[config.mk]
export PLATFORM = sky130hd
export DESIGN_NAME = card_host_bus_select_and_dma
export DESIGN_NICKNAME = d
export VERILOG_FILES = /design/src/rtl/card_host_pkg.sv /design/src/rtl/card_host_bus_select_and_dma.sv
export VERILOG_INCLUDE_DIRS = /design/src /design/src/rtl
export SDC_FILE = /design/constraint.sdc
export NUM_CORES = 1
export LEC_CHECK = 0
export ABC_AREA = 0
export ABC_CLOCK_PERIOD_IN_PS = 3000
export BUFFER_PORTS_ARGS = -buffer_cell sky130_fd_sc_hd__buf_2
export CAP_MARGIN = 10
export CORE_AREA = 2 2 270 192
export DETAILED_ROUTE_END_ITERATION = 6
export DIE_AREA = 0 0 272 194
export GPL_TIMING_DRIVEN = 0
export SLEW_MARGIN = 0
export SYNTH_ARGS = -nofsm -noshare
export SYNTH_HDL_FRONTEND = slang
export SYNTH_HIERARCHICAL = 1
export SYNTH_SLANG_ARGS = --single-unit
export TNS_END_PERCENT = 1
[constraint.sdc]
create_clock -name clock -period 3 [get_ports clock]
set_input_delay 0 -clock clock [delete_from_list [all_inputs] [get_ports clock]]
set_output_delay 0 -clock clock [all_outputs]
set_load 0.02 [all_outputs]
[src/rtl/card_host_cfg.svh]
// Timing, width and idle-level constants for the card host controller.
`ifndef CARD_HOST_CFG_SVH
`define CARD_HOST_CFG_SVH
`define CARD_CLK_NS 20
`define CARD_SETUP_NS 30
`define CARD_STROBE_NS 165
`define CARD_HOLD_NS 20
`define CARD_FIFO_DEPTH 16
`define CARD_DATA_W 16
`define CARD_ADDR_W 11
`define CARD_TASK_ADDR_W 3
`define CARD_ODD_LSB 8
`define CARD_IDLE_ADDR 11'h000
`define CARD_IDLE_DATA 16'h0000
`endif

[src/rtl/card_host_pkg.sv]
// Types shared by the card host controller, the card model, the checker and the bench.
package card_host_pkg;
	typedef enum logic [1:0] {MODE_MEMORY, MODE_IO, MODE_NATIVE} mode_t;
	typedef enum logic [1:0] {OP_READ, OP_WRITE, OP_DMA_READ, OP_DMA_WRITE} op_t;
	typedef enum logic [1:0] {
		WIDTH_EVEN_BYTE, WIDTH_ODD_BYTE_LOW, WIDTH_ODD_BYTE_HIGH, WIDTH_WORD
	} width_t;
	typedef struct packed {
		op_t op;
		width_t width;
		logic attribute;
		logic auxSelect;
		logic [10:0] addr;
		logic [15:0] data;
	} cmd_t;
	typedef struct packed {
		logic [15:0] data;
		logic acknowledged;
	} rsp_t;
	typedef struct packed {
		logic [10:0] addr;
		logic evenLaneCardEnableN;
		logic oddLaneCardEnableN;
		logic attrSelectN;
		logic outputEnableN;
		logic writeEnableN;
		logic ioReadN;
		logic ioWriteN;
		logic dmaAckN;
		logic [15:0] dataOut;
		logic dataOe;
	} pins_t;
endpackage : card_host_pkg

[src/rtl/card_host_bus_select_and_dma.sv]
// Host controller that drives a flash card over its parallel pins, with FIFO.
// Contract
// - Native mode: first select reaches task file, second the aux registers.
// - Even byte on low lanes, odd byte on high lanes, or on low lanes for 8 bit hosts.
// - Native register accesses are bytes on D7-D0; data transfers 16 bits.
// - Device raises DMA request; host picks direction by read/write strobe.
// - DMA request held until acknowledge, raised again for more data.
// - I/O and native reads: read strobe low while card drives data.
// - Attribute select high for common, low for attribute and I/O cycles.
`timescale 1ns/1ps
`include "card_host_cfg.svh"

module word_fifo #(
	parameter int WIDTH = 17,
	parameter int DEPTH = `CARD_FIFO_DEPTH
) (
	// Clock and reset.
	input wire logic clock,
	input wire logic reset_n,
	// Filling side.
	input wire logic inValid,
	output logic inReady,
	input wire logic [WIDTH-1:0] inData,
	// Draining side.
	output logic outValid,
	input wire logic outReady,
	output logic [WIDTH-1:0] outData
);
	localparam int PW = $clog2(DEPTH);
	typedef struct packed {
		logic [DEPTH-1:0][WIDTH-1:0] mem;
		logic [PW-1:0] wrPtr;
		logic [PW-1:0] rdPtr;
		logic [PW:0] count;
		logic valid;
		logic [WIDTH-1:0] head;
	} fifo_state_t;
	fifo_state_t state_reg, state_next;
	logic doPush, doPop;

	assign inReady = state_reg.count != (PW+1)'(DEPTH);
	assign outValid = state_reg.valid;
	assign outData = state_reg.head;
	assign doPush = inValid && inReady;
	assign doPop = outValid && outReady;

	always_comb begin
		state_next = state_reg;
		if (doPush) begin
			state_next.mem[state_reg.wrPtr] = inData;
			state_next.wrPtr = state_reg.wrPtr + 1'b1;
		end
		if (doPop) begin
			state_next.rdPtr = state_reg.rdPtr + 1'b1;
		end
		case ({doPush, doPop})
			2'b10: state_next.count = state_reg.count + 1'b1;
			2'b01: state_next.count = state_reg.count - 1'b1;
			default: state_next.count = state_reg.count;
		endcase
		// Registering the head keeps the draining outputs straight from flops.
		state_next.valid = state_next.count != '0;
		state_next.head = state_next.mem[state_next.rdPtr];
	end

	always_ff @(posedge clock or negedge reset_n) begin
		if (!reset_n) begin
			state_reg <= '0;
		end else begin
			state_reg <= state_next;
		end
	end
endmodule : word_fifo

module card_host_bus_select_and_dma #(
	parameter int FIFO_DEPTH = `CARD_FIFO_DEPTH
) (
	// Clock and reset.
	input wire logic clock,
	input wire logic reset_n,
	// Straps sampled once after reset.
	input wire card_host_pkg::mode_t modeStrap,
	input wire logic roleMaster,
	// Command port.
	input wire logic cmdValid,
	output logic cmdReady,
	input wire card_host_pkg::cmd_t cmd,
	// Read answers, buffered.
	output logic rspValid,
	input wire logic rspReady,
	output card_host_pkg::rsp_t rsp,
	// Card pins.
	output card_host_pkg::pins_t pins,
	input wire logic [15:0] dataIn,
	input wire logic inputAcknowledgeN,
	input wire logic dmaRequest,
	output logic roleSelectStrapOut,
	output logic roleSelectStrapOe
);
	import card_host_pkg::*;

	localparam logic [7:0] SETUP_CYC =
		8'((`CARD_SETUP_NS + `CARD_CLK_NS - 1) / `CARD_CLK_NS);
	localparam logic [7:0] STROBE_CYC =
		8'((`CARD_STROBE_NS + `CARD_CLK_NS - 1) / `CARD_CLK_NS);
	localparam logic [7:0] HOLD_CYC =
		8'((`CARD_HOLD_NS + `CARD_CLK_NS - 1) / `CARD_CLK_NS);

	typedef enum logic [2:0] {
		PH_IDLE, PH_DMA_WAIT, PH_SETUP, PH_STROBE, PH_HOLD
	} phase_t;

	typedef struct packed {
		phase_t phase;
		logic [7:0] cnt;
		logic modeKnown;
		mode_t mode;
		cmd_t cmd;
		pins_t pins;
		logic cmdReady;
		logic roleOe;
		logic ackSeen;
		logic push;
		rsp_t pushData;
	} host_state_t;

	host_state_t state_reg, state_next;
	logic fifoInReady;

	localparam pins_t IDLE_PINS = '{
		addr: `CARD_IDLE_ADDR, evenLaneCardEnableN: 1'b1,
		oddLaneCardEnableN: 1'b1, attrSelectN: 1'b1, outputEnableN: 1'b1,
		writeEnableN: 1'b1, ioReadN: 1'b1, ioWriteN: 1'b1, dmaAckN: 1'b1,
		dataOut: `CARD_IDLE_DATA, dataOe: 1'b0};

	// The odd byte reaches the high lanes only through the odd-lane enable.
	function automatic logic highLanes(input width_t w);
		highLanes = (w == WIDTH_ODD_BYTE_HIGH);
	endfunction : highLanes

	function automatic logic isDma(input mode_t m, input op_t o);
		isDma = (m == MODE_NATIVE) && (o == OP_DMA_READ || o == OP_DMA_WRITE);
	endfunction : isDma

	function automatic logic isWrite(input op_t o);
		isWrite = (o == OP_WRITE) || (o == OP_DMA_WRITE);
	endfunction : isWrite

	function automatic pins_t selectPins(input mode_t m, input cmd_t c);
		pins_t p;
		p = IDLE_PINS;
		if (m == MODE_NATIVE) begin
			p.addr = {8'h00, c.addr[`CARD_TASK_ADDR_W-1:0]};
			if (!isDma(m, c.op)) begin
				p.evenLaneCardEnableN = c.auxSelect;
				p.oddLaneCardEnableN = !c.auxSelect;
			end
			p.dataOut = isDma(m, c.op) ? c.data :
				{8'h00, c.data[7:0]};
		end else begin
			p.addr = {c.addr[10:1], 1'b0};
			case (c.width)
				WIDTH_EVEN_BYTE: begin
					p.evenLaneCardEnableN = 1'b0;
					p.dataOut = {8'h00, c.data[7:0]};
				end
				WIDTH_ODD_BYTE_LOW: begin
					// An 8 bit host gets the odd byte on the low lanes.
					p.evenLaneCardEnableN = 1'b0;
					p.addr[0] = 1'b1;
					p.dataOut = {8'h00, c.data[7:0]};
				end
				WIDTH_ODD_BYTE_HIGH: begin
					p.oddLaneCardEnableN = 1'b0;
					p.addr[0] = 1'b1;
					p.dataOut = {c.data[7:0], 8'h00};
				end
				default: begin
					p.evenLaneCardEnableN = 1'b0;
					p.oddLaneCardEnableN = 1'b0;
					p.dataOut = c.data;
				end
			endcase
			// Common memory high, attribute memory and I/O cycles low.
			p.attrSelectN = (m == MODE_MEMORY) ? !c.attribute : 1'b0;
		end
		p.dataOe = isWrite(c.op);
		selectPins = p;
	endfunction : selectPins

	function automatic logic [15:0] pickData(input mode_t m, input cmd_t c,
		input logic [15:0] d);
		if (isDma(m, c.op) || (m != MODE_NATIVE && c.width == WIDTH_WORD)) begin
			pickData = d;
		end else if (m != MODE_NATIVE && highLanes(c.width)) begin
			pickData = {8'h00, d[15:`CARD_ODD_LSB]};
		end else begin
			pickData = {8'h00, d[7:0]};
		end
	endfunction : pickData

	always_comb begin
		state_next = state_reg;
		state_next.push = 1'b0;
		case (state_reg.phase)
			PH_IDLE: begin
				if (!state_reg.modeKnown) begin
					state_next.modeKnown = 1'b1;
					state_next.mode = modeStrap;
					// Card modes ground the strap rather than leave it floating.
					state_next.roleOe = (modeStrap == MODE_NATIVE) ?
						roleMaster : 1'b1;
				end else if (cmdValid && state_reg.cmdReady) begin
					state_next.cmd = cmd;
					state_next.cmdReady = 1'b0;
					state_next.ackSeen = 1'b0;
					state_next.pins = selectPins(state_reg.mode, cmd);
					state_next.cnt = SETUP_CYC;
					if (isDma(state_reg.mode, cmd.op)) begin
						state_next.phase = PH_DMA_WAIT;
					end else begin
						state_next.phase = PH_SETUP;
					end
				end else begin
					// One read in flight at most, so a free slot means no overrun.
					state_next.cmdReady = fifoInReady;
				end
			end
			PH_DMA_WAIT: begin
				if (dmaRequest) begin
					state_next.pins.dmaAckN = 1'b0;
					state_next.phase = PH_SETUP;
				end
			end
			PH_SETUP: begin
				if (state_reg.cnt <= 8'h01) begin
					state_next.cnt = STROBE_CYC;
					state_next.phase = PH_STROBE;
					if (state_reg.mode == MODE_MEMORY) begin
						// Memory cycles use output and write enables only.
						state_next.pins.outputEnableN =
							isWrite(state_reg.cmd.op);
						state_next.pins.writeEnableN = !isWrite(state_reg.cmd.op);
					end else begin
						state_next.pins.ioReadN = isWrite(state_reg.cmd.op);
						state_next.pins.ioWriteN = !isWrite(state_reg.cmd.op);
					end
				end else begin
					state_next.cnt = state_reg.cnt - 8'h01;
				end
			end
			PH_STROBE: begin
				if (state_reg.mode == MODE_IO && !inputAcknowledgeN) begin
					state_next.ackSeen = 1'b1;
				end
				if (state_reg.cnt <= 8'h01) begin
					// Data stays driven past the rising write edge for hold.
					state_next.pins.outputEnableN = 1'b1;
					state_next.pins.writeEnableN = 1'b1;
					state_next.pins.ioReadN = 1'b1;
					state_next.pins.ioWriteN = 1'b1;
					state_next.cnt = HOLD_CYC;
					state_next.phase = PH_HOLD;
					if (!isWrite(state_reg.cmd.op)) begin
						state_next.push = 1'b1;
						state_next.pushData.data =
							pickData(state_reg.mode, state_reg.cmd, dataIn);
						state_next.pushData.acknowledged =
							state_reg.ackSeen || (state_reg.mode == MODE_IO &&
							!inputAcknowledgeN);
					end
				end else begin
					state_next.cnt = state_reg.cnt - 8'h01;
				end
			end
			PH_HOLD: begin
				if (state_reg.cnt <= 8'h01) begin
					// Releasing the acknowledge lets the card request again.
					state_next.pins = IDLE_PINS;
					state_next.phase = PH_IDLE;
				end else begin
					state_next.cnt = state_reg.cnt - 8'h01;
				end
			end
			default: begin
				state_next.pins = IDLE_PINS;
				state_next.phase = PH_IDLE;
			end
		endcase
	end

	always_ff @(posedge clock or negedge reset_n) begin
		if (!reset_n) begin
			state_reg <= '{phase: PH_IDLE, cnt: 8'h00, modeKnown: 1'b0,
				mode: MODE_MEMORY, cmd: '0, pins: IDLE_PINS, cmdReady: 1'b0,
				roleOe: 1'b1, ackSeen: 1'b0, push: 1'b0, pushData: '0};
		end else begin
			state_reg <= state_next;
		end
	end

	word_fifo #(
		.WIDTH($bits(rsp_t)),
		.DEPTH(FIFO_DEPTH)
	) readFifo (
		.clock(clock),
		.reset_n(reset_n),
		.inValid(state_reg.push),
		.inReady(fifoInReady),
		.inData(state_reg.pushData),
		.outValid(rspValid),
		.outReady(rspReady),
		.outData(rsp)
	);

	assign cmdReady = state_reg.cmdReady;
	assign pins = state_reg.pins;
	assign roleSelectStrapOut = 1'b0;
	assign roleSelectStrapOe = state_reg.roleOe;
endmodule : card_host_bus_select_and_dma

==> out/results.txt <==
Syn. warnings: 6
H-tree depth: 2
Relative slew slack: 24.8%
Setup ws final: 0.0331 ns
Cells on worst reg2reg path: 11
CTS tree: done
Register area share after synthesis: 50.1%
Post-Route WL: 57,400 µm
Largest net degree at the start of global routing: 120
Clock root cell: clkbuf_16
Hold Path Class: in2async
Hold slack final: 0.0243 ns
DR WL/cell: 21.7 µm
GRT Resource Usage Total: 21.3%
Final Power: 19,900 µW
Antenna-violating nets left: 0
Final Cycle Share: 98.9%
Via Count: 14,800
GP Congestion: 0.886
Power Internal: 11,700 µW
Pwr/cell area: 870 mW/mm²
WP data required: 3.40 ns
Row Count: 69
DR vias/cell: 5.58
Startpoint types: flop
Worst-path fanout max: 10
Placed cell areas: 0.0205 mm²
Max-slew violations: 0
Area delta synth->final: 21.1%
Clock sink count: 378
Initial antenna violation count: 1
Post-DP HPWL: 40,400 µm
Final hold violations: 0
RSZ-0062 raised after global routing: yes
Max reg flops: 285
Post-Syn Instances: 1,693
Final nets: 2,019
Setup TNS: 0 ns
PortBufs: 113
Final setup fails: 0
Post-Syn Area: 0.0189 mm²
CTS Buffer Depth: 3
Critical Path Sink Type: flop
Slew of the pin with the lowest slew margin: 1.13 ns
Layout cells sized above 1: 30.2%
Comb pwr share: 44.3%
R2R Setup Slk: 0.03 ns
First-pass GRT wire length: 87,600 µm
Syn nets: 1,764
Asr flop ratio synth: 100%
Num CTS Buffers: 40
DR pass1 iterations: 5
Fill cells: 4,635
Vias in the first global route: 14,800
Clock transition at path regs: 0.07 ns
Total congestion overflow: 0
Chip Height: 194 µm
VDD IR max: 0.371 mV
Pre-CTS setup slack: -1.15 ns
Mean post-synth cell area: 11.2 µm²
Power share of the clock group: 23.9%
Final Cell Area: 0.0229 mm²
Crit path DAT: 3.36 ns
P_sw: 8250 µW
Worst-Skew Late Latency: 0.56 ns
Post-synth EDFFs: 0
Yosys cell types: 86
F_max: 337 MHz
Most frequent cells in the layout: 366 x dfrtp_1, 199 x mux2_2, 138 x buf_2
Commonest non-fill, non-tap cell in the layout: dfrtp_1
Status: finished clean
Drt drc: 0
Reg-to-Reg Start: readFifo/state_reg[19]
Crit path kind: reg2reg
Post-synthesis register bit count: 378
Die Wd: 272 µm
Die area: 0.0528 mm²
Ys flop type: dfrtp_1
Sw Ratio: 41.5%
Core Area: 0.0502 mm²
Maxcap violations: 0
Post-Route Skew: 0.0337 ns
1st-iter DRT viols: 1,355
P_leak: 0.0110 µW
Reg2Reg Capture Point: readFifo/outData[6]
Initial core utilization: 37.7%
Io pins: 115
Sequential Power Share: 31.8%
Fin crit period: 2.97 ns
-- synth_stat cells, drive strengths merged (10+ instances only) --
cell type	n	area (µm²)
a2111oi	23	226
a211oi	111	891
a21o	53	398
a21oi	17	100
a22o	10	87.6
a22oi	28	210
a2bb2oi	19	166
buf	100	648
clkbuf	90	338
dfrtp	369	9230
ha	13	163
inv	82	308
mux2	201	2260
mux2i	46	460
nand2	66	248
nand2b	28	175
nand3	41	205
nor2	50	190
nor3	16	80.1
o211ai	32	240
o21ai	107	536
o221ai	15	131
o2bb2ai	18	158
o311a	15	150
o31ai	11	82.6
or3	10	62.6
-- metrics by stage --
step	std cells	util, %
2_1_floorplan	1693	-
3_3_place_gp	2480	40.5
3_5_place_dp	2493	40.8
4_1_cts	2635	45.1
5_1_grt	2650	45.6
6_report	2650	45.6
-- metal layers --
metal / vias to the layer above / share of wire (%) / track usage [%]
li1: 6701 / - / -
met2: 535 / 41 / 29.3
met3: 75 / 8.8 / 5.19
met1: 7480 / 49 / 33.1
met5: - / 0 / 0
met4: 0 / 1.8 / 5.17
-- what timing repair did --
action | CTS | global route
setup buffers | 16 | 16
cloned | 0 | 0
pin swaps | 10 | 6
hold buffers | 57 | 0
resized for setup | 55 | 51
hold endpoints to repair | 311 | 0
endpoints found under the setup margin | 18 | 18
-- power groups by stage --
stage	clock network (µW)	registers (µW)	logic, µW
2_1_floorplan	0	6180	4970
4_1_cts	4890	6310	8350
3_3_place_gp	0	6360	7610
5_1_grt	5110	6400	9360
3_5_place_dp	0	6390	7920
6_report	4770	6330	8820
-- critical path, cell delays in order, from the launching register on --
cell and delay [ns]:
dfrtp_2 0.47, nor3b_4 0.25, buf_8 0.17, buf_4 0.22, buf_2 0.28, clkbuf_4 0.29, a211oi_1 0.11, a211oi_1 0.26
a2111oi_1 0.08, clkdlybuf4s18_2 0.30, a2bb2oi_2 0.22, nand3_1 0.15
-- area by class of cell --
| class | count | area, µm² | share of cell area, % |
|---|---|---|---|
| inverter | 82 | 308 | 1.34 |
| tap | 674 | 843 | 3.68 |
| buffer | 188 | 1040 | 4.56 |
| multi-input combinational | 1043 | 8410 | 36.7 |
| clock buffer | 59 | 1130 | 4.95 |
| clock inverter | 10 | 92.6 | 0.404 |
| sequential | 378 | 9470 | 41.4 |
| timing repair buffer | 215 | 1590 | 6.92 |
| antenna | 1 | 2.50 | 0.0109 |
-- cells by family (layout without fill, tap and decap cells) --
group / count (synthesis) / in the layout / share of synthesized area [%]
DFF: 378 / 378 / 50.1
and+or+nand+nor: 270 / 270 / 7.54
AOI/OAI and AO/OA: 501 / 501 / 19.7
xor gates and xnor gates: 11 / 11 / 0.510
muxes: 247 / 247 / 14.4
buffers and inverters: 272 / 554 / 6.84
other: 1 / 2 / 0.0198
adders and majority gates: 13 / 13 / 0.860
-- worst max-delay path by stage --
stage                      startpoint                      to  slack [ns]
3_5_place_dp   readFifo/state_reg[24]    readFifo/outData[14]       -1.15
2_1_floorplan  readFifo/state_reg[19]       readFifo/outValid        0.05
6_report       readFifo/state_reg[19]     readFifo/outData[6]        0.03
3_3_place_gp                  reset_n  readFifo/state_reg[44]       -5.61
5_1_grt             readFifo/outValid       readFifo/outValid       -0.05
4_1_cts        readFifo/state_reg[28]     readFifo/outData[3]       -0.06
No activity file was read; power rests on OpenSTA's default activity.
